## config.mk

```make
export PLATFORM = sky130hd
export DESIGN_NAME = pwmoft_output_stage
export DESIGN_NICKNAME = d
export VERILOG_FILES = /design/src/hdl/pwmoft_pkg.sv /design/src/hdl/pwmoft_filt_if.sv /design/src/hdl/pwmoft_fault_filter.sv /design/src/hdl/pwmoft_output_stage.sv
export VERILOG_INCLUDE_DIRS = /design/src /design/src/hdl
export SDC_FILE = /design/constraint.sdc
export NUM_CORES = 1
export LEC_CHECK = 0
export ABC_AREA = 1
export BUFFER_PORTS_ARGS = -buffer_cell sky130_fd_sc_hd__buf_2
export CORE_MARGIN = 2
export CORE_UTILIZATION = 50
export CTS_BUF_LIST = sky130_fd_sc_hd__clkbuf_16
export DETAILED_ROUTE_END_ITERATION = 6
export HOLD_SLACK_MARGIN = 0.1
export PLACE_DENSITY = 0.71
export RECOVER_POWER = 100
export SYNTH_ARGS = -nofsm -noshare
export SYNTH_HDL_FRONTEND = slang
export SYNTH_SLANG_ARGS = --single-unit
```

## constraint.sdc

```tcl
create_clock -name pclk -period 1.6 [get_ports pclk]
set_input_delay 0.08 -clock pclk [delete_from_list [all_inputs] [get_ports pclk]]
set_output_delay 0.08 -clock pclk [all_outputs]
set_load 0.03 [all_outputs]
```

## src/hdl/pwmoft_defs.svh

```systemverilog
`ifndef PWMOFT_DEFS_SVH
`define PWMOFT_DEFS_SVH
// Block geometry: channels, complementary pairs, fault inputs, match triggers.
`define PWMOFT_NCH          8
`define PWMOFT_NPAIR        4
`define PWMOFT_NFLT         4
`define PWMOFT_NTRG         6
`define PWMOFT_FCNT_W       5
`define PWMOFT_AW           8
// Register byte offsets on the APB port.
`define PWMOFT_OFF_CTRL     8'h00
`define PWMOFT_OFF_MASK     8'h04
`define PWMOFT_OFF_POL      8'h08
`define PWMOFT_OFF_PRESET   8'h0C
`define PWMOFT_OFF_FCTL     8'h10
`define PWMOFT_OFF_FSTS     8'h14
`define PWMOFT_OFF_TRIG     8'h18
// Control register fields.
`define PWMOFT_CTRL_ENH     0
`define PWMOFT_CTRL_FM_LO   1
`define PWMOFT_CTRL_FM_HI   2
`define PWMOFT_CTRL_MSYNC   3
`define PWMOFT_CTRL_RTRIG   4
`define PWMOFT_CTRL_IRQEN   5
`define PWMOFT_CTRL_INIT    6
// Fault control register fields.
`define PWMOFT_FCTL_FEN_LO  0
`define PWMOFT_FCTL_FFE_LO  4
`define PWMOFT_FCTL_FVAL_LO 8
`define PWMOFT_FCTL_GATE_LO 16
// Fault status register fields.
`define PWMOFT_FSTS_FLG_LO  0
`define PWMOFT_FSTS_SUM     7
`define PWMOFT_FSTS_LVL     8
`define PWMOFT_FSTS_LVLS_LO 12
// Reset and idle values.
`define PWMOFT_RST_WORD     32'h0000_0000
`define PWMOFT_FCNT_MAX     5'h1F
`endif

```

## src/hdl/pwmoft_pkg.sv

```systemverilog
`include "pwmoft_defs.svh"
package pwmoft_pkg;
   // Fault control mode; with enhanced features on, any nonzero code turns fault control on.
   typedef enum logic [1:0] {
      fm_off   = 2'b00,
      fm_man_a = 2'b01,
      fm_man_b = 2'b10,
      fm_auto  = 2'b11
   } pwmoft_fmode_type;

   // State of one fault input: synchroniser, filter counter, accepted level.
   typedef struct packed {
      logic                      s1;
      logic                      s2;
      logic                      s3;
      logic [`PWMOFT_FCNT_W-1:0] cnt;
      logic                      level;
      logic                      level_d;
   } pwmoft_filt_state_type;

   // State of the output stage and its register file.
   typedef struct packed {
      logic                      enh;
      pwmoft_fmode_type          fmode;
      logic                      msync;
      logic                      rtrig_en;
      logic                      irq_en;
      logic [`PWMOFT_NCH-1:0]    mask_buf;
      logic [`PWMOFT_NCH-1:0]    mask;
      logic [`PWMOFT_NCH-1:0]    pol;
      logic [`PWMOFT_NCH-1:0]    preset;
      logic [`PWMOFT_NFLT-1:0]   fin_en;
      logic [`PWMOFT_NFLT-1:0]   ffilt_en;
      logic [3:0]                fval;
      logic [`PWMOFT_NPAIR-1:0]  pair_gate;
      logic [`PWMOFT_NTRG-1:0]   trig_sel;
      logic [`PWMOFT_NFLT-1:0]   fflag;
      logic                      clr_armed;
      logic [`PWMOFT_NPAIR-1:0]  pair_dis;
      logic                      lvl_or_d;
      logic                      init_hold;
      logic [`PWMOFT_NCH-1:0]    out;
      logic                      match_trig;
      logic                      reload_trig;
      logic [31:0]               rdata;
      logic                      err;
   } pwmoft_state_type;
endpackage

```

## src/hdl/pwmoft_filt_if.sv

```systemverilog
`timescale 1ns/10ps
`default_nettype none
// Link between the output stage and one fault input filter.
interface pwmoft_filt_if;
   logic       pin;
   logic       ce;
   logic       filter_on;
   logic [3:0] fval;
   logic       level;
   logic       rise;
   modport filter (input pin, ce, filter_on, fval, output level, rise);
   modport owner  (output pin, ce, filter_on, fval, input level, rise);
endinterface
`default_nettype wire

```

## src/hdl/pwmoft_fault_filter.sv

```systemverilog
`timescale 1ns/10ps
`default_nettype none
module pwmoft_fault_filter #(
   parameter int CNT_W = `PWMOFT_FCNT_W
) (
   input  wire logic           pclk,
   input  wire logic           presetn,
   pwmoft_filt_if.filter       f
);
   pwmoft_pkg::pwmoft_filt_state_type st;
   pwmoft_pkg::pwmoft_filt_state_type next_st;
   logic                              accept;

   // Accepting one count ahead puts the level 3 + value edges after the pin.
   assign accept = ({1'b0, st.cnt} + 6'h02) > {2'b00, f.fval};

   // Three-stage synchroniser, then a restartable stability counter.
   always_comb begin
      next_st    = st;
      next_st.s1 = f.pin;
      next_st.s2 = st.s1;
      next_st.s3 = st.s2;
      if (st.s2 != st.s3) begin
         next_st.cnt = '0;
      end else if (st.cnt != CNT_W'(`PWMOFT_FCNT_MAX)) begin
         next_st.cnt = st.cnt + CNT_W'(1);
      end
      if (!f.filter_on) begin
         next_st.level = st.s2;
      end else if ((st.s2 == st.s3) && (st.s2 != st.level) && accept) begin
         next_st.level = st.s2;
      end
      next_st.level_d = st.level;
   end

   // Bypass taps the synchroniser directly; with the filter on, a short glitch never moves the accepted level.
   assign f.level = f.filter_on ? st.level : st.s2;
   assign f.rise  = f.filter_on ? (st.level & ~st.level_d) : (st.s2 & ~st.s3);

   // Single state register, frozen while the clock enable is low.
   always_ff @(posedge pclk or negedge presetn) begin
      if (!presetn) begin
         st <= '0;
      end else if (f.ce) begin
         st <= next_st;
      end
   end
endmodule
`default_nettype wire

```

## src/hdl/pwmoft_output_stage.sv

```systemverilog
// The placing of the registers and the APB register port are this design's own decisions.
`timescale 1ns/10ps
`default_nettype none
// Functional notes
// - Mask writes land in a buffer; active mask loads on the selected sync event.
// - A masked channel drives its inactive level set by its polarity bit.
// - Fault control is on only with enhanced features and nonzero fault mode.
// - Four fault inputs, each with enable and filter enable, one shared filter value.
// - Each fault input is synchronised to the system clock before filtering.
// - A 5-bit counter restarts on change; level accepted once count exceeds value.
// - Returning early resets the counter; short pulses never reach the edge detector.
// - Bypassed filter delays two edges; the flag sets on the third edge.
// - Filtered input delays three plus value edges; flag sets four plus value.
// - Enabled input rising edge sets its flag; summary flag is their OR.
// - Fault edge with gated pair forces both pair outputs to polarity values.
// - Fault interrupt follows summary flag AND interrupt enable.
// - Summary flag clears only by read as one then write of zero.
// - Auto mode re-enables outputs once fault level is low at cycle start.
// - Manual modes re-enable outputs once flag is clear at cycle start.
// - Enhanced polarity bit one inverts the channel output, zero passes it.
// - Writing initialize drives preset values, above every other output feature.
// - Selected channel matches pulse the match trigger output.
// - Counter reload pulses the reload trigger when enabled.
// - Without mask sync, buffer writes reach the active mask next edge.
module pwmoft_output_stage (
   input  wire logic                    pclk,
   input  wire logic                    presetn,
   input  wire logic                    pclken,
   input  wire logic [`PWMOFT_AW-1:0]   paddr,
   input  wire logic                    psel,
   input  wire logic                    penable,
   input  wire logic                    pwrite,
   input  wire logic [31:0]             pwdata,
   output logic [31:0]                  prdata,
   output logic                         pready,
   output logic                         pslverr,
   input  wire logic [`PWMOFT_NFLT-1:0] fault_pin,
   input  wire logic [`PWMOFT_NCH-1:0]  chan_pwm,
   input  wire logic [`PWMOFT_NTRG-1:0] chan_match,
   input  wire logic                    counter_reload,
   input  wire logic                    mask_sync_event,
   output logic [`PWMOFT_NCH-1:0]       chan_out,
   output logic                         match_trigger,
   output logic                         reload_trigger,
   output logic                         fault_irq,
   output logic                         fault_level_status
);
   pwmoft_pkg::pwmoft_state_type st;
   pwmoft_pkg::pwmoft_state_type next_st;
   logic [`PWMOFT_NFLT-1:0]      flt_level;
   logic [`PWMOFT_NFLT-1:0]      flt_rise;
   logic                         fault_active;
   logic                         fault_summary_flag;
   logic                         lvl_or;
   logic                         fault_edge;
   logic                         apb_setup;
   logic                         apb_done;
   logic                         wr_done;
   logic                         rd_done;

   pwmoft_filt_if fif [`PWMOFT_NFLT] ();

   // Address decode shared by the read mux, the error answer and the write strobes.
   function automatic logic reg_hit(input logic [`PWMOFT_AW-1:0] addr,
                                    input logic [`PWMOFT_AW-1:0] off);
      reg_hit = (addr == off);
   endfunction

   function automatic logic reg_mapped(input logic [`PWMOFT_AW-1:0] addr);
      reg_mapped = reg_hit(addr, `PWMOFT_OFF_CTRL) || reg_hit(addr, `PWMOFT_OFF_MASK) ||
                   reg_hit(addr, `PWMOFT_OFF_POL) || reg_hit(addr, `PWMOFT_OFF_PRESET) ||
                   reg_hit(addr, `PWMOFT_OFF_FCTL) || reg_hit(addr, `PWMOFT_OFF_FSTS) ||
                   reg_hit(addr, `PWMOFT_OFF_TRIG);
   endfunction

   // One filter per fault input; each sees the shared filter value.
   generate
      for (genvar i = 0; i < `PWMOFT_NFLT; i++) begin : g_flt
         assign fif[i].pin       = fault_pin[i];
         assign fif[i].ce        = pclken;
         assign fif[i].fval      = st.fval;
         assign fif[i].filter_on = st.fin_en[i] & st.ffilt_en[i] & (st.fval != 4'h0);
         assign flt_level[i]     = fif[i].level;
         assign flt_rise[i]      = fif[i].rise;
         pwmoft_fault_filter #(
            .CNT_W (`PWMOFT_FCNT_W)
         ) u_filt (
            .pclk    (pclk),
            .presetn (presetn),
            .f       (fif[i])
         );
      end
   endgenerate

   // Fault control qualifiers and the edge on the OR of enabled inputs.
   assign fault_active       = st.enh && (st.fmode != pwmoft_pkg::fm_off);
   assign fault_summary_flag = |st.fflag;
   assign lvl_or             = |(flt_level & st.fin_en);
   assign fault_edge         = lvl_or & ~st.lvl_or_d;

   // APB phases; a stalled clock enable stretches the access phase.
   assign apb_setup = psel & ~penable;
   assign apb_done  = psel & penable & pclken;
   assign wr_done   = apb_done & pwrite & ~st.err;
   assign rd_done   = apb_done & ~pwrite & ~st.err;

   // Next-state logic for the whole output stage.
   always_comb begin
      logic x;
      x       = 1'b0;
      next_st = st;

      // Read data and the error answer are captured during the setup phase.
      if (apb_setup) begin
         next_st.err   = ~reg_mapped(paddr);
         next_st.rdata = `PWMOFT_RST_WORD;
         if (reg_hit(paddr, `PWMOFT_OFF_CTRL)) begin
            next_st.rdata[`PWMOFT_CTRL_ENH]                     = st.enh;
            next_st.rdata[`PWMOFT_CTRL_FM_HI:`PWMOFT_CTRL_FM_LO] = st.fmode;
            next_st.rdata[`PWMOFT_CTRL_MSYNC]                   = st.msync;
            next_st.rdata[`PWMOFT_CTRL_RTRIG]                   = st.rtrig_en;
            next_st.rdata[`PWMOFT_CTRL_IRQEN]                   = st.irq_en;
         end else if (reg_hit(paddr, `PWMOFT_OFF_MASK)) begin
            next_st.rdata[`PWMOFT_NCH-1:0] = st.mask;
         end else if (reg_hit(paddr, `PWMOFT_OFF_POL)) begin
            next_st.rdata[`PWMOFT_NCH-1:0] = st.pol;
         end else if (reg_hit(paddr, `PWMOFT_OFF_PRESET)) begin
            next_st.rdata[`PWMOFT_NCH-1:0] = st.preset;
         end else if (reg_hit(paddr, `PWMOFT_OFF_FCTL)) begin
            next_st.rdata[`PWMOFT_FCTL_FEN_LO +: `PWMOFT_NFLT]   = st.fin_en;
            next_st.rdata[`PWMOFT_FCTL_FFE_LO +: `PWMOFT_NFLT]   = st.ffilt_en;
            next_st.rdata[`PWMOFT_FCTL_FVAL_LO +: 4]             = st.fval;
            next_st.rdata[`PWMOFT_FCTL_GATE_LO +: `PWMOFT_NPAIR] = st.pair_gate;
         end else if (reg_hit(paddr, `PWMOFT_OFF_FSTS)) begin
            next_st.rdata[`PWMOFT_FSTS_FLG_LO +: `PWMOFT_NFLT]  = st.fflag;
            next_st.rdata[`PWMOFT_FSTS_SUM]                     = fault_summary_flag;
            next_st.rdata[`PWMOFT_FSTS_LVL]                     = lvl_or;
            next_st.rdata[`PWMOFT_FSTS_LVLS_LO +: `PWMOFT_NFLT] = flt_level;
         end else if (reg_hit(paddr, `PWMOFT_OFF_TRIG)) begin
            next_st.rdata[`PWMOFT_NTRG-1:0] = st.trig_sel;
         end
      end

      // A new PWM cycle ends any initialisation hold.
      if (counter_reload) begin
         next_st.init_hold = 1'b0;
      end

      // Register writes take effect on the completing access edge.
      if (wr_done) begin
         if (reg_hit(paddr, `PWMOFT_OFF_CTRL)) begin
            next_st.enh      = pwdata[`PWMOFT_CTRL_ENH];
            next_st.fmode    =
               pwmoft_pkg::pwmoft_fmode_type'(pwdata[`PWMOFT_CTRL_FM_HI:`PWMOFT_CTRL_FM_LO]);
            next_st.msync    = pwdata[`PWMOFT_CTRL_MSYNC];
            next_st.rtrig_en = pwdata[`PWMOFT_CTRL_RTRIG];
            next_st.irq_en   = pwdata[`PWMOFT_CTRL_IRQEN];
            if (pwdata[`PWMOFT_CTRL_INIT] && pwdata[`PWMOFT_CTRL_ENH]) begin
               next_st.init_hold = 1'b1;
            end
         end else if (reg_hit(paddr, `PWMOFT_OFF_MASK)) begin
            next_st.mask_buf = pwdata[`PWMOFT_NCH-1:0];
         end else if (reg_hit(paddr, `PWMOFT_OFF_POL)) begin
            next_st.pol = pwdata[`PWMOFT_NCH-1:0];
         end else if (reg_hit(paddr, `PWMOFT_OFF_PRESET)) begin
            next_st.preset = pwdata[`PWMOFT_NCH-1:0];
         end else if (reg_hit(paddr, `PWMOFT_OFF_FCTL)) begin
            next_st.fin_en    = pwdata[`PWMOFT_FCTL_FEN_LO +: `PWMOFT_NFLT];
            next_st.ffilt_en  = pwdata[`PWMOFT_FCTL_FFE_LO +: `PWMOFT_NFLT];
            next_st.fval      = pwdata[`PWMOFT_FCTL_FVAL_LO +: 4];
            next_st.pair_gate = pwdata[`PWMOFT_FCTL_GATE_LO +: `PWMOFT_NPAIR];
         end else if (reg_hit(paddr, `PWMOFT_OFF_FSTS)) begin
            // Only a zero write after an armed read clears; any write disarms.
            if (st.clr_armed && !pwdata[`PWMOFT_FSTS_SUM]) begin
               next_st.fflag = '0;
            end
            next_st.clr_armed = 1'b0;
         end else if (reg_hit(paddr, `PWMOFT_OFF_TRIG)) begin
            next_st.trig_sel = pwdata[`PWMOFT_NTRG-1:0];
         end
      end

      // Reading the status with the summary flag set arms the clear.
      if (rd_done && reg_hit(paddr, `PWMOFT_OFF_FSTS)) begin
         next_st.clr_armed = fault_summary_flag;
      end

      // Active mask follows the buffer at once or waits for the sync event.
      if (!st.msync) begin
         next_st.mask = st.mask_buf;
      end else if (mask_sync_event) begin
         next_st.mask = st.mask_buf;
      end

      // Flags are set after the clear above, so a coincident event is kept.
      for (int i = 0; i < `PWMOFT_NFLT; i++) begin
         if (fault_active && st.fin_en[i] && flt_rise[i]) begin
            next_st.fflag[i] = 1'b1;
         end
      end
      next_st.lvl_or_d = lvl_or;

      // Pair recovery at a cycle start, then a fresh fault edge wins over it.
      for (int p = 0; p < `PWMOFT_NPAIR; p++) begin
         if (!fault_active) begin
            next_st.pair_dis[p] = 1'b0;
         end else if (counter_reload) begin
            if (st.fmode == pwmoft_pkg::fm_auto) begin
               if (!lvl_or) begin
                  next_st.pair_dis[p] = 1'b0;
               end
            end else if (!fault_summary_flag) begin
               next_st.pair_dis[p] = 1'b0;
            end
         end
         if (fault_active && fault_edge && st.pair_gate[p]) begin
            next_st.pair_dis[p] = 1'b1;
         end
      end

      // Per channel: mask, fault, polarity, then initialisation on top.
      for (int c = 0; c < `PWMOFT_NCH; c++) begin
         x = chan_pwm[c];
         if (st.mask[c]) begin
            x = 1'b0;
         end
         if (st.pair_dis[c / 2]) begin
            x = 1'b0;
         end
         if (st.enh) begin
            x = x ^ st.pol[c];
         end
         if (st.enh && st.init_hold) begin
            x = st.preset[c];
         end
         next_st.out[c] = x;
      end

      // Trigger pulses last one cycle per source event.
      next_st.match_trig  = st.enh & |(chan_match & st.trig_sel);
      next_st.reload_trig = st.enh & st.rtrig_en & counter_reload;
   end

   // Single state register; everything holds while the clock enable is low.
   always_ff @(posedge pclk or negedge presetn) begin
      if (!presetn) begin
         st <= '0;
      end else if (pclken) begin
         st <= next_st;
      end
   end

   // Zero-wait slave; pready drops only while the clock enable freezes the block.
   assign pready  = pclken;
   assign pslverr = psel & penable & st.err;
   assign prdata  = st.rdata;

   // Outputs come straight from the state register, except the interrupt level and the fault level status.
   assign chan_out           = st.out;
   assign match_trigger      = st.match_trig;
   assign reload_trigger     = st.reload_trig;
   assign fault_irq          = fault_summary_flag & st.irq_en;
   assign fault_level_status = lvl_or;
endmodule
`default_nettype wire

```

# [Word level (Yosys, flattened, before mapping)]
# Index checks and enable logic that the tools add are counted.
[op_classes] n_addsub=8 multipliers=0 n_div=0 order_cmp=4 n_eq_ne=65 shifts=0 mux=103 bitwise=58 n_reduce_logical=82
[ops] cell="5-bit 2-to-1 mux" n=15
[ops] cell="1-bit 2-to-1 mux" n=67
[ops] cell="2-bit by 1-bit != test with 1-bit output (second input constant)" n=25
[ops] cell="9-bit AND reduction" n=5
[ops] cell="8-bit 2-to-1 mux" n=5
[ops] cell="2-bit nonzero test" n=19
[ops] cell="12-bit 2-to-1 mux" n=3
[ops] cell="1-bit bitwise AND" n=29
[ops] cell="1-bit logical AND" n=26
[ops] cell="5-bit by 2-bit adder with 6-bit output (second input constant)" n=4
[ops] cell="8-bit by 5-bit == test with 1-bit output (second input constant)" n=3
[ops] cell="6-bit by 4-bit greater-than comparator with 1-bit output" n=4
[ops] cell="5-bit by 1-bit adder with 5-bit output (second input constant)" n=4
[ops] cell="4-bit 2-to-1 mux" n=5
[ops] cell="5-bit != test (second input constant)" n=4
[ops] cell="2-bit AND reduction" n=10
[ops] cell="4-bit AND reduction" n=5
[ops] cell="1-bit inverter" n=19
[ops] cell="6-bit 2-to-1 mux" n=3
[ops] cell="8-bit by 4-bit == test with 1-bit output (second input constant)" n=2
[ops] cell="4-bit by 2-bit != test with 1-bit output (second input constant)" n=4
[ops] cell="4-bit by 3-bit != test with 1-bit output (second input constant)" n=4
[ops] cell="14-bit 2-to-1 mux" n=1
[ops] cell="3-bit by 2-bit != test with 1-bit output (second input constant)" n=4
[ops] cell="other kinds (21)" n=50
[word_totals] ff_bits=142 latchBits=0 ramBits=0 rom_bits=0 inputBits=66 out_inout_bits=46 elab_cells=374 mem_count=0

# [Longest topological paths before layout]
# Gate-level depths: netlist of the first run.
[depth] ltp_word=11 depth_mapped=14 mapped_depth_nobuf=14

# [Cells and area by module]
# From an unflattened synthesis of the first run, not the netlist that was laid out.
[hier_totals] hier_cells=1015 hier_area_um2=7903.8
[by_module_without_submodules] module="pwmoft_output_stage" n_inst=1 cells_per_inst=643 area_each_um2=5166.2 seq_area_each_um2=2552.4
[by_module_without_submodules] module="pwmoft_fault_filter at g_flt[1].u_filt ..." n_inst=3 cells_per_inst=93 area_each_um2=683.2 seq_area_each_um2=250.2
[by_module_without_submodules] module="pwmoft_fault_filter at g_flt[0].u_filt" n_inst=1 cells_per_inst=93 area_each_um2=688.2 seq_area_each_um2=250.2

# [Worst setup path after synthesis of the first run]
# Ideal clock, no wire load.
[synth_path] path_kind="reg2reg" start="reg g_flt[2].u_filt.st[3] (netlist bit)" end="reg g_flt[2].u_filt.st (netlist bit g_flt[2].u_filt.next_st[0])" setup_ps=117 t_arrival_ps=1609 required_time_ps=1483 path_slack_ps=-126 path_stages_with_launch=13 n_path_buf=0 synth_period_minus_slack_ps=1726 path_cell_list="dfrtp_1 -> ha_1 -> nand2_1 -> inv_1 -> nor2_1 -> ha_1 -> a21o_1 -> o21ai_0 -> nand2_1 -> nand2_1 -> nand2_1 -> nand3_1 -> nand2_1"
[synth_via] elab_chain_len=5
[synth_lines] item="from (decl)" line="pwmoft_fault_filter.sv:10" rtl="pwmoft_pkg::pwmoft_filt_state_type st;"
[synth_lines] item="from (signal assigned)" line="pwmoft_fault_filter.sv:45" rtl="st <= next_st;"
[synth_lines] item="5-bit by 2-bit adder with 6-bit output" line="pwmoft_fault_filter.sv:15" rtl="assign accept = ({1'b0, st.cnt} + 6'h02) > {2'b00, f.fval};"
[synth_lines] item="6-bit by 4-bit greater-than comparator with 1-bit output" line="pwmoft_fault_filter.sv:15"
[synth_lines] item="1-bit logical AND" line="pwmoft_fault_filter.sv:30" rtl="end else if ((st.s2 == st.s3) && (st.s2 != st.level) && accept) begin"
[synth_lines] item="2-bit != test (no source line)"
[synth_lines] item="2-bit AND reduction (no source line)"
# No other way between the ends.
# A chain may end at the register's enable or synchronous reset.

# [Worst setup path after layout of the first run]
[layout_path] start="reg st (netlist bit fif[0].fval[3])" end="out fault_level_status"
[layout_via] elab_chain_len=5 word_cells_on_any_way=11 cone_classes="mux: 4; bitwise: 5; reduce/logical: 2"
[layout_lines] item="from (decl)" line="pwmoft_output_stage.sv:48" rtl="pwmoft_pkg::pwmoft_state_type st;"
[layout_lines] item="from (signal assigned)" line="pwmoft_output_stage.sv:249" rtl="st <= next_st;"
[layout_lines] item="4-bit nonzero test (*)" line="pwmoft_output_stage.sv:82" rtl="assign fif[i].filter_on = st.fin_en[i] & st.ffilt_en[i] & (st.fval != 4'h0);"
[layout_lines] item="1-bit bitwise AND" line="pwmoft_output_stage.sv:82"
[layout_lines] item="1-bit 2-to-1 mux" line="pwmoft_fault_filter.sv:37" rtl="assign f.level = f.filter_on ? st.level : st.s2;"
[layout_lines] item="4-bit bitwise AND (*)" line="pwmoft_output_stage.sv:98" rtl="assign lvl_or = |(flt_level & st.fin_en);"
[layout_lines] item="4-bit OR reduction (*)" line="pwmoft_output_stage.sv:98"
[layout_lines] item="to (decl)" line="pwmoft_output_stage.sv:46" rtl="output logic fault_level_status"
# Mark *: on every way between the ends. The rest lies on a longest branch, timed or not.

==> metrics.cfg, run 1 <==
[outcome]
status = finished with violations
violations = negative setup slack

[synth]
netlist_instances = 952
synthDistinctLibCells = 45
synth_xor_area_share_pct = 0.905
synthArstFlopShare_pct = 100
synth_edf_count = 0
synth_top_family_by_area = simple AND/OR/NAND/NOR gates
synth-compound-area-share_pct = 13.1
synthSimpleGateAreaFrac_pct = 23.1
ys_warn_count = 0
synth.avg_cell_area_um2 = 8.14
syn-cell-area_um2 = 7740
synth_mux_area_share_pct = 1.36
ys_seq_elements = 142
synthAdderAreaFrac_pct = 5.17
seq_area_frac_synth_pct = 45.9
ys.flop_type = dfrtp_1

[drt]
wl_met2_um = 9830
drt_first_pass_iters = 5
routed_wl_um = 21300
drtIter0Drc = 703
top_layer_used = met4
wl_met1_um = 9430
viasPerCell = 5.33
ant_nets = 0
met3_length_um = 1520
drc = 0
post_drt_wl_per_cell_um = 16.1
vias = 7045

[finish]
antenna_cells = 0
mostFrequentLayoutCells = nand2_1 (234), dfrtp_1 (141), o21ai_0 (104), inv_1 (96), buf_4 (69)
drive_gt1_share_pct = 24.3
final_common_cell = nand2_1
postLayoutCoreUtil_pct = 65.4
area_delta_synth_final_pct = 27.9
finalNetCount = 1219
n_fill_cell = 1260

[power]
leakagePower_uw = 0.00488
vdd_ir_drop_max_v = 0.000740
power.density_nw_per_um2 = 1120
power_uw = 11100

[sta]
fmax_mhz = 547
fin_crit_sh_pct = 114
finalHoldViolCount = 0
fin_crit_ps = 1830
rsz0062_at_grt = true
slew_headroom_pct = 38.4
finClkSkew_ps = 11.9
setup_viol = 33
slew_violations = 0
tightestPinTransition_ps = 924
setup_slack_ps = -229

[global_routing]
grt_use_total_pct = 26.2
grt_start_max_net_pins = 46
grt-ovfl-total = 0
grt_pass1_vias = 6581
antenna_found_initial = 0
grt_first_pass_wirelength_um = 33200

[worst_setup_path]
critPathMaxFanout = 8
worstSetupPathType = register to primary output
cp_data_required_time_ps = 1520
arrival_ps = 1750
start_kind = register
end_kind = primary output

[clocking]
cts.htree.levels = 4
clkTransAtPathRegs_ps = 60
cts_buffers = 17
tritoncts = done
insertion_delay_ps = 430
cts_sinks = 142
clockBufferDepth = 2
root_buffer = clkbuf_16

[job]
drv_cap = 0

[floorplan]
coreArea_um2 = 15100
initial_core_util_pct = 51.1
die_area_um2 = 16500
num_rows = 45
die_h_um = 128
fp.dieW_um = 128
io_pins = 112

[placed_design]
gp_congestion = 0.943
port_buffers = 83
dpl.hpwl_um = 14900

[worst_hold_path]
hold_class = primary input to register

sequential cells by signal (all words and copies together) (netlist names):
register / flops
g_flt.u_filt.st: 28
g_flt.u_filt.next_st: 12
prdata: 20
chan_out: 8
fif.fval: 4
reload_trigger: 1
match_trigger: 1
st: 68
routing by layer:
layer | global-route usage, % | vias up
li1 | - | 3398
met1 | 36.5 | 3358
met2 | 40.3 | 251
met3 | 6.07 | 38
met4 | 9.89 | 0
met5 | 0 | -
kinds of logic (layout without fill, tap and decap cells):
| kind of cell | count (synthesis) | in the layout |
|---|---|---|
| other cells | 1 | 12 |
| fa+ha+maj | 32 | 32 |
| flops | 142 | 142 |
| simple gates | 404 | 404 |
| xor+xnor | 8 | 8 |
| buf+inv | 170 | 340 |
| mux | 8 | 8 |
| compound gates | 187 | 187 |
stage by stage:
stage               setup slack, ps  hold WS, ps  instance area (um^2)  cells  TNS, ps
global route                   -367          107                  9900   1321    -7700
CTS                            -249          119                  9780   1313    -1070
finish                         -229         71.1                  9900   1321    -4220
global placement               -136         7.03                  8620   1237     -457
detailed placement             -195         5.99                  8620   1237     -960
floorplan                     -65.5         -216                  7840    963     -249
cell type report:
| class | count | area [um^2] | area share [%] |
|---|---|---|---|
| Clock inverter | 14 | 169 | 1.71 |
| Tap cell | 188 | 235 | 2.38 |
| Multi-Input combinational cell | 651 | 3760 | 38.0 |
| Sequential cell | 142 | 3550 | 35.9 |
| Timing Repair Buffer | 199 | 1350 | 13.6 |
| Clock buffer | 17 | 425 | 4.30 |
| Inverter | 110 | 413 | 4.17 |
worst max-delay path, stage by stage (launching register included):
cell and delay [ps]:
dfrtp_1 400, nor2_2 160, nand2_4 130, nand2_2 100, nand2_2 60, nand3_2 80, nand2_4 70, nor2_4 120
inv_2 60, buf_6 130
power breakdown:
part	switching [uW]	internal (uW)	total, uW
sequential	226	3880	4100
combinational	1630	1320	2950
clock	1600	2440	4040
total	3460	7640	11100
repair_timing:
action                                  in CTS  in global routing
endpoints found under the hold margin      199                  1
resized for setup                           46                 56
gates cloned                                 0                  0
pin swaps                                   32                 38
setup buffers                               18                 11
endpoints found under the setup margin      15                 48
hold buffers                                27                  2
cells in the mapped netlist, types with 2 or more instances:
library cell	number	share of area, %
nand2_4	3	0.44
mux2_4	4	0.78
nor2_2	2	0.16
nand2_2	4	0.32
nand3_1	46	3.0
buf_2	5	0.32
nor2_1	60	2.9
dfrtp_1	142	46
inv_1	105	5.1
a21oi_2	4	0.45
ha_1	32	5.2
o2111ai_1	4	0.45
a21oi_1	43	2.8
nand4_1	11	0.89
nand2_1	252	12
a221oi_1	4	0.45
nand3_2	2	0.26
nor3_1	9	0.58
o21ai_0	112	7.2
xnor2_1	8	0.90
buf_4	41	4.0
nor2_4	5	0.73
mux2_2	4	0.58
buf_1	4	0.19
nor2_8	2	0.52
o31ai_1	2	0.19
a22o_1	4	0.45
o21ai_1	9	0.58
clkbuf_1	9	0.44
inv_2	5	0.24
worst paths after layout:
check,startpoint,endpoint,slack (ps),cells after the start
max,fif[0].fval[3],fault_level_status,-230,9
min,chan_match[4],match_trigger,70,5
max reg2reg,g_flt[2].u_filt.st[4],g_flt[2].u_filt.next_st[0],-230,11
max in group asynchronous,presetn,prdata[0],240,3
min in group asynchronous,presetn,g_flt[2].u_filt.st[5],320,2
min reg2reg,g_flt[3].u_filt.next_st[8],g_flt[3].u_filt.next_st[8],480,2
Power figures use the tool's default switching activity.
==> inputs of run 2 (changes only) <==
- CORE_UTILIZATION: 50 -> 52
- PLACE_DENSITY: 0.71 -> 0.73
==> metrics.cfg, run 2 (synthesis results as in run 1) <==
[sta]
fmax_mhz = 531  ; was 547 MHz
finClkSkew_ps = 9.55  ; was 11.9 ps
setup_slack_ps = -285  ; was -229 ps
fin_crit_sh_pct = 118  ; was 114%
finalHoldViolCount = 0  ; unchanged
setup_viol = 17  ; was 33
tightestPinTransition_ps = 821  ; was 924 ps
slew_violations = 0  ; unchanged
hold_slack_ps = 56.5  ; was 71.1 ps
final.setup.tns_ps = -2030  ; was -4220 ps
slew_headroom_pct = 45.3  ; was 38.4%
rsz0062_at_grt = true  ; unchanged
fin_crit_ps = 1880  ; was 1830 ps

[worst_setup_path]
worstSetupPathType = register to primary output  ; unchanged
start_kind = register  ; unchanged
end_kind = primary output  ; unchanged
ff2ff_setup_slack_ps = -250  ; was -230 ps
arrival_ps = 1800  ; was 1750 ps
cp_data_required_time_ps = 1520  ; about the same
critPathMaxFanout = 8  ; unchanged

[power]
power.density_nw_per_um2 = 1130  ; was 1120 nW/um^2
leakagePower_uw = 0.00490  ; was 0.00488 uW
vdd_ir_drop_max_v = 0.000957  ; was 0.000740 V

[drt]
post_drt_wl_per_cell_um = 17.0  ; was 16.1 um
drt_first_pass_iters = 5  ; unchanged
met3_length_um = 1650  ; was 1520 um
ant_nets = 0  ; unchanged
drtIter0Drc = 632  ; was 703
viasPerCell = 5.44  ; was 5.33
wl_met2_um = 10300  ; was 9830 um
drc = 0  ; unchanged
top_layer_used = met4  ; unchanged
wl_met1_um = 9560  ; was 9430 um
vias = 7121  ; was 7045
routed_wl_um = 22200  ; was 21300 um

[finish]
finalNetCount = 1211  ; was 1219
top_register = st  ; unchanged
fin_cells = 1309  ; was 1321
drive_gt1_share_pct = 25.6  ; was 24.3%
final_common_cell = nand2_1  ; unchanged
multiInputGateArea_um2 = 3860  ; was 3760 um^2
antenna_cells = 0  ; unchanged
area_delta_synth_final_pct = 28.3  ; was 27.9%
mostFrequentLayoutCells = nand2_1 (230), dfrtp_1 (140), o21ai_0 (101), inv_1 (92), buf_4 (69)  ; was nand2_1 (234), dfrtp_1 (141), o21ai_0 (104), inv_1 (96), buf_4 (69)
largest_reg_flops = 68  ; unchanged
n_fill_cell = 1192  ; was 1260
ff_latch_area_um2 = 3560  ; was 3550 um^2

[floorplan]
initial_core_util_pct = 53.3  ; was 51.1%
num_rows = 44  ; was 45
fp.dieW_um = 126  ; was 128 um
die_h_um = 126  ; was 128 um
io_pins = 112  ; unchanged
coreArea_um2 = 14500  ; was 15100 um^2
die_area_um2 = 15900  ; was 16500 um^2

[worst_hold_path]
hold_class = primary input to register  ; unchanged

[clocking]
cts_sinks = 142  ; unchanged
cts_buffers = 17  ; unchanged
clockBufferDepth = 2  ; unchanged
tritoncts = done  ; unchanged
clkTransAtPathRegs_ps = 60  ; about the same
cts.htree.levels = 4  ; unchanged
insertion_delay_ps = 430  ; about the same
root_buffer = clkbuf_16  ; unchanged

[placed_design]
dpl.cell_count = 1226  ; was 1237
dpl.hpwl_um = 14800  ; was 14900 um
port_buffers = 83  ; unchanged
gp_congestion = 0.942  ; was 0.943

[outcome]
status = finished with violations  ; unchanged
violations = negative setup slack  ; unchanged

[global_routing]
grt_first_pass_wirelength_um = 35300  ; was 33200 um
grt-ovfl-total = 0  ; unchanged
grt_pass1_vias = 6961  ; was 6581
grt_start_max_net_pins = 47  ; was 46
grt_use_total_pct = 28.3  ; was 26.2%
antenna_found_initial = 0  ; unchanged

[job]
drv_cap = 0  ; unchanged

## run 2: through the flow
step | cell area (um^2) | setup WS, ps | util [%] | power [uW]
floorplan | 7840 | -65.5 | - | 5680
global placement | 8550 | -106 | 58.9 | 6410
detailed placement | 8550 | -190 | 58.9 | 6470
CTS | 9740 | -277 | 67.0 | 10700
global route | 9930 | -358 | 68.4 | 11800
finish | 9930 | -285 | 68.4 | 11200
## run 2: final cells by class
cell class | count | share of cell area [%]
Clock inverter | 14 | 1.45
Clock buffer | 17 | 4.28
Timing Repair Buffer | 191 | 13.0
Sequential cell | 142 | 35.8
Tap cell | 184 | 2.32
Multi-Input combinational cell | 651 | 38.8
Inverter | 110 | 4.29
## run 2: final timing paths
kind | startpoint | to | depth (start not counted)
hold / removal | chan_match[0] | match_trigger | 5
max in group asynchronous | presetn | g_flt[1].u_filt.st[3] | 3
hold reg to reg | chan_out[1] | chan_out[1] | 2
setup / recovery | fif[0].fval[2] | fault_level_status | 9
min in group asynchronous | presetn | g_flt[2].u_filt.st[2] | 2
setup reg to reg | g_flt[2].u_filt.st[3] | g_flt[2].u_filt.next_st[0] | 12
## run 2: routing by layer
layer,global-route usage (%),up-vias
met2,43.7,308
met1,39.1,3365
met4,10.0,0
li1,-,3389
met5,0,-
met3,7.01,59
## run 2: critical path, cell delays in order (launching register included)
cell and delay, ps:
dfrtp_1 410, nor2_2 170, nand2_4 140, nand2_4 110, nand2_4 60, nand3_4 100, nand2_4 70, nor2_4 130
inv_2 60, buf_6 130
## run 2: where the power goes
group / internal, uW / switching [uW] / total, uW
Clock: 2290 / 1590 / 3880
Sequential: 3880 / 264 / 4150
Combinational: 1420 / 1740 / 3160
## run 2: repair_timing
| item | in CTS | in global routing |
|---|---|---|
| hold endpoints to repair | 190 | 1 |
| pin swaps | 32 | 45 |
| hold buffers | 26 | 1 |
| resized for setup | 63 | 64 |
| setup buffers | 21 | 8 |
| setup endpoints to repair | 18 | 43 |
==> inputs of run 3 (changes only) <==
- GPL_TIMING_DRIVEN: unset -> 0
==> metrics.cfg, run 3 (synthesis results as in run 1) <==
[worst_setup_path]
critPathTopFamily = simple AND/OR/NAND/NOR gates  ; unchanged
start_kind = register  ; unchanged
end_kind = register  ; was primary output
critPathSlowestCell = dfrtp_1  ; unchanged
cp_data_required_time_ps = 1920  ; was 1520 ps
worst_r2r_startpoint = g_flt[2].u_filt.st[3]  ; unchanged
reg2reg_depth = 12  ; unchanged
worst-path-buf-inv = 3  ; was 2
critPathMaxFanout = 2  ; was 8
worstSetupPathType = register to register  ; was register to primary output
path_cells = buf_6 > buf_4 > inv_1 > ha_4 > a21oi_1 > nor2_1 > o21ai_1 > nand2_1 > nand2_2 > nand2_2 > nand3_2 > nand2_1  ; was nor2_2 > nand2_4 > nand2_4 > nand2_4 > nand3_4 > nand2_4 > nor2_4 > inv_2 > buf_6
rr_endpoint = g_flt[2].u_filt.next_st[0]  ; unchanged
max_stage_delay_ps = 430  ; was 410 ps
arrival_ps = 2380  ; was 1800 ps
ff2ff_setup_slack_ps = -460  ; was -250 ps

[finish]
finalNetCount = 1236  ; was 1211
postLayoutCoreUtil_pct = 71.2  ; was 68.4%
drive_gt1_share_pct = 30.8  ; was 25.6%
area_delta_synth_final_pct = 33.6  ; was 28.3%
mostFrequentLayoutCells = nand2_1 (227), dfrtp_1 (139), inv_1 (91), o21ai_0 (91), buf_2 (84)  ; was nand2_1 (230), dfrtp_1 (140), o21ai_0 (101), inv_1 (92), buf_4 (69)
antenna_cells = 0  ; unchanged
largest_reg_flops = 68  ; unchanged
final_common_cell = nand2_1  ; unchanged
top_register = st  ; unchanged

[placed_design]
post-place-ws_ps = -359  ; was -190 ps
dpl.hpwl_um = 15000  ; was 14800 um
gp_congestion = 0.975  ; was 0.942
port_buffers = 83  ; unchanged

[sta]
finClkSkew_ps = 8.94  ; was 9.55 ps
setup_viol = 21  ; was 17
fin_crit_sh_pct = 129  ; was 118%
setup_slack_ps = -461  ; was -285 ps
rsz0062_at_grt = true  ; unchanged
slew_headroom_pct = 32.0  ; was 45.3%
finalHoldViolCount = 0  ; unchanged
tightestPinTransition_ps = 1020  ; was 821 ps
slew_violations = 0  ; unchanged
fmax_mhz = 485  ; was 531 MHz
fin_crit_ps = 2060  ; was 1880 ps

[worst_hold_path]
hold_start = chan_match[0]  ; unchanged
hold_class = primary input to register  ; unchanged
whs_endpoint = match_trigger  ; unchanged
hold_depth = 5  ; unchanged

[drt]
drc = 0  ; unchanged
ant_nets = 0  ; unchanged
routed_wl_um = 23600  ; was 22200 um
vias = 7322  ; was 7121
drt_first_pass_iters = 7  ; was 5
viasPerCell = 5.48  ; was 5.44
post_drt_wl_per_cell_um = 17.7  ; was 17.0 um
drtIter0Drc = 760  ; was 632

[clocking]
root_buffer = clkbuf_16  ; unchanged
insertion_delay_ps = 430  ; about the same
clkTransAtPathRegs_ps = 60  ; about the same
cts_buffers = 17  ; unchanged
clockBufferDepth = 2  ; unchanged
cts_sinks = 142  ; unchanged
tritoncts = done  ; unchanged
cts.htree.levels = 4  ; unchanged

[global_routing]
grt_pass1_vias = 6939  ; was 6961
grt_use_total_pct = 29.0  ; was 28.3%
grt_first_pass_wirelength_um = 35900  ; was 35300 um
antenna_found_initial = 0  ; unchanged
grt-ovfl-total = 0  ; unchanged
grt_start_max_net_pins = 73  ; was 47

[power]
power.density_nw_per_um2 = 1120  ; was 1130 nW/um^2
leakagePower_uw = 0.00521  ; was 0.00490 uW
vdd_ir_drop_max_v = 0.000843  ; was 0.000957 V

[floorplan]
num_rows = 44  ; unchanged
die_h_um = 126  ; unchanged
die_area_um2 = 15900  ; unchanged
io_pins = 112  ; unchanged
coreArea_um2 = 14500  ; unchanged
fp.dieW_um = 126  ; unchanged
initial_core_util_pct = 53.3  ; unchanged

[outcome]
violations = negative setup slack  ; unchanged
status = finished with violations  ; unchanged

[job]
drv_cap = 0  ; unchanged

[run 3: cell types whose count changed in the layout (fill, tap and decap cells not counted), moves of 6 or more]
cell      before  now
buf_6         10   16
o21ai_1       17   27
buf_2         52   84
clkbuf_1      32    7
nor2_4         9   16
o21ai_0      101   91
[run 3: metal layers]
metal / routed length [um] / global-route usage (%) / vias up / share of wire (%)
met5: 0 / 0 / - / 0
met2: 11000 / 45.2 / 367 / 46
met3: 2120 / 7.99 / 63 / 8.9
li1: - / - / 3443 / -
met4: 800 / 11.2 / 0 / 3.4
met1: 9750 / 38.9 / 3449 / 41
[run 3: power breakdown]
part	leakage (uW)	total, uW	internal, uW	switching [uW]
Clock	0.000292	4150	2480	1670
Sequential	0.00188	4140	3880	258
Combinational	0.00304	3260	1430	1830
Total	0.00521	11500	7790	3760
[run 3: cell type report]
cell class / instances / area, um^2
Buffer: 59 / 394
Clock buffer: 17 / 425
Clock inverter: 15 / 184
Fill cell: 1097 / 4190
Inverter: 110 / 430
Multi-Input combinational cell: 651 / 4000
Sequential cell: 142 / 3560
Tap cell: 184 / 230
Timing Repair Buffer: 157 / 1120
[run 3: through the flow]
stage,area (um^2),power (uW),TNS [ps],std cells,hold WS [ps]
global route,10300,12100,-4750,1335,137
finish,10300,11500,-2500,1335,65.5
global placement,8480,6230,-235050,1230,292
CTS,9940,11000,-1660,1323,103
floorplan,7840,5680,-249,963,-216
detailed placement,8520,6310,-9270,1231,154
[run 3: worst max path at each step]
stage,startpoint,endpoint,slack [ps],depth (start not counted)
2_1_floorplan,g_flt[2].u_filt.st[4],g_flt[2].u_filt.next_st[0],-70,12
3_3_place_gp,presetn,chan_out[7],-1610,1
3_5_place_dp,pclken,chan_out[3],-360,7
4_1_cts,fif[0].fval[3],fault_level_status,-280,9
5_1_grt,g_flt[2].u_filt.st[3],g_flt[2].u_filt.next_st[0],-420,13
6_report,g_flt[2].u_filt.st[3],g_flt[2].u_filt.next_st[0],-460,12
[run 3: tightest hold or removal path, cell delays in order]
cell and delay, ps:
buf_2 80, nand2_1 40, nand4_1 60, a221oi_1 40, o21ai_0 150
[run 3: timing repair]
item	4_1_cts	5_1_grt
hold buffers	27	1
gates resized for setup	79	99
cloned	0	0
setup endpoints to repair	21	60
pin swaps	52	41
hold endpoints to repair	124	1
setup buffers	38	19
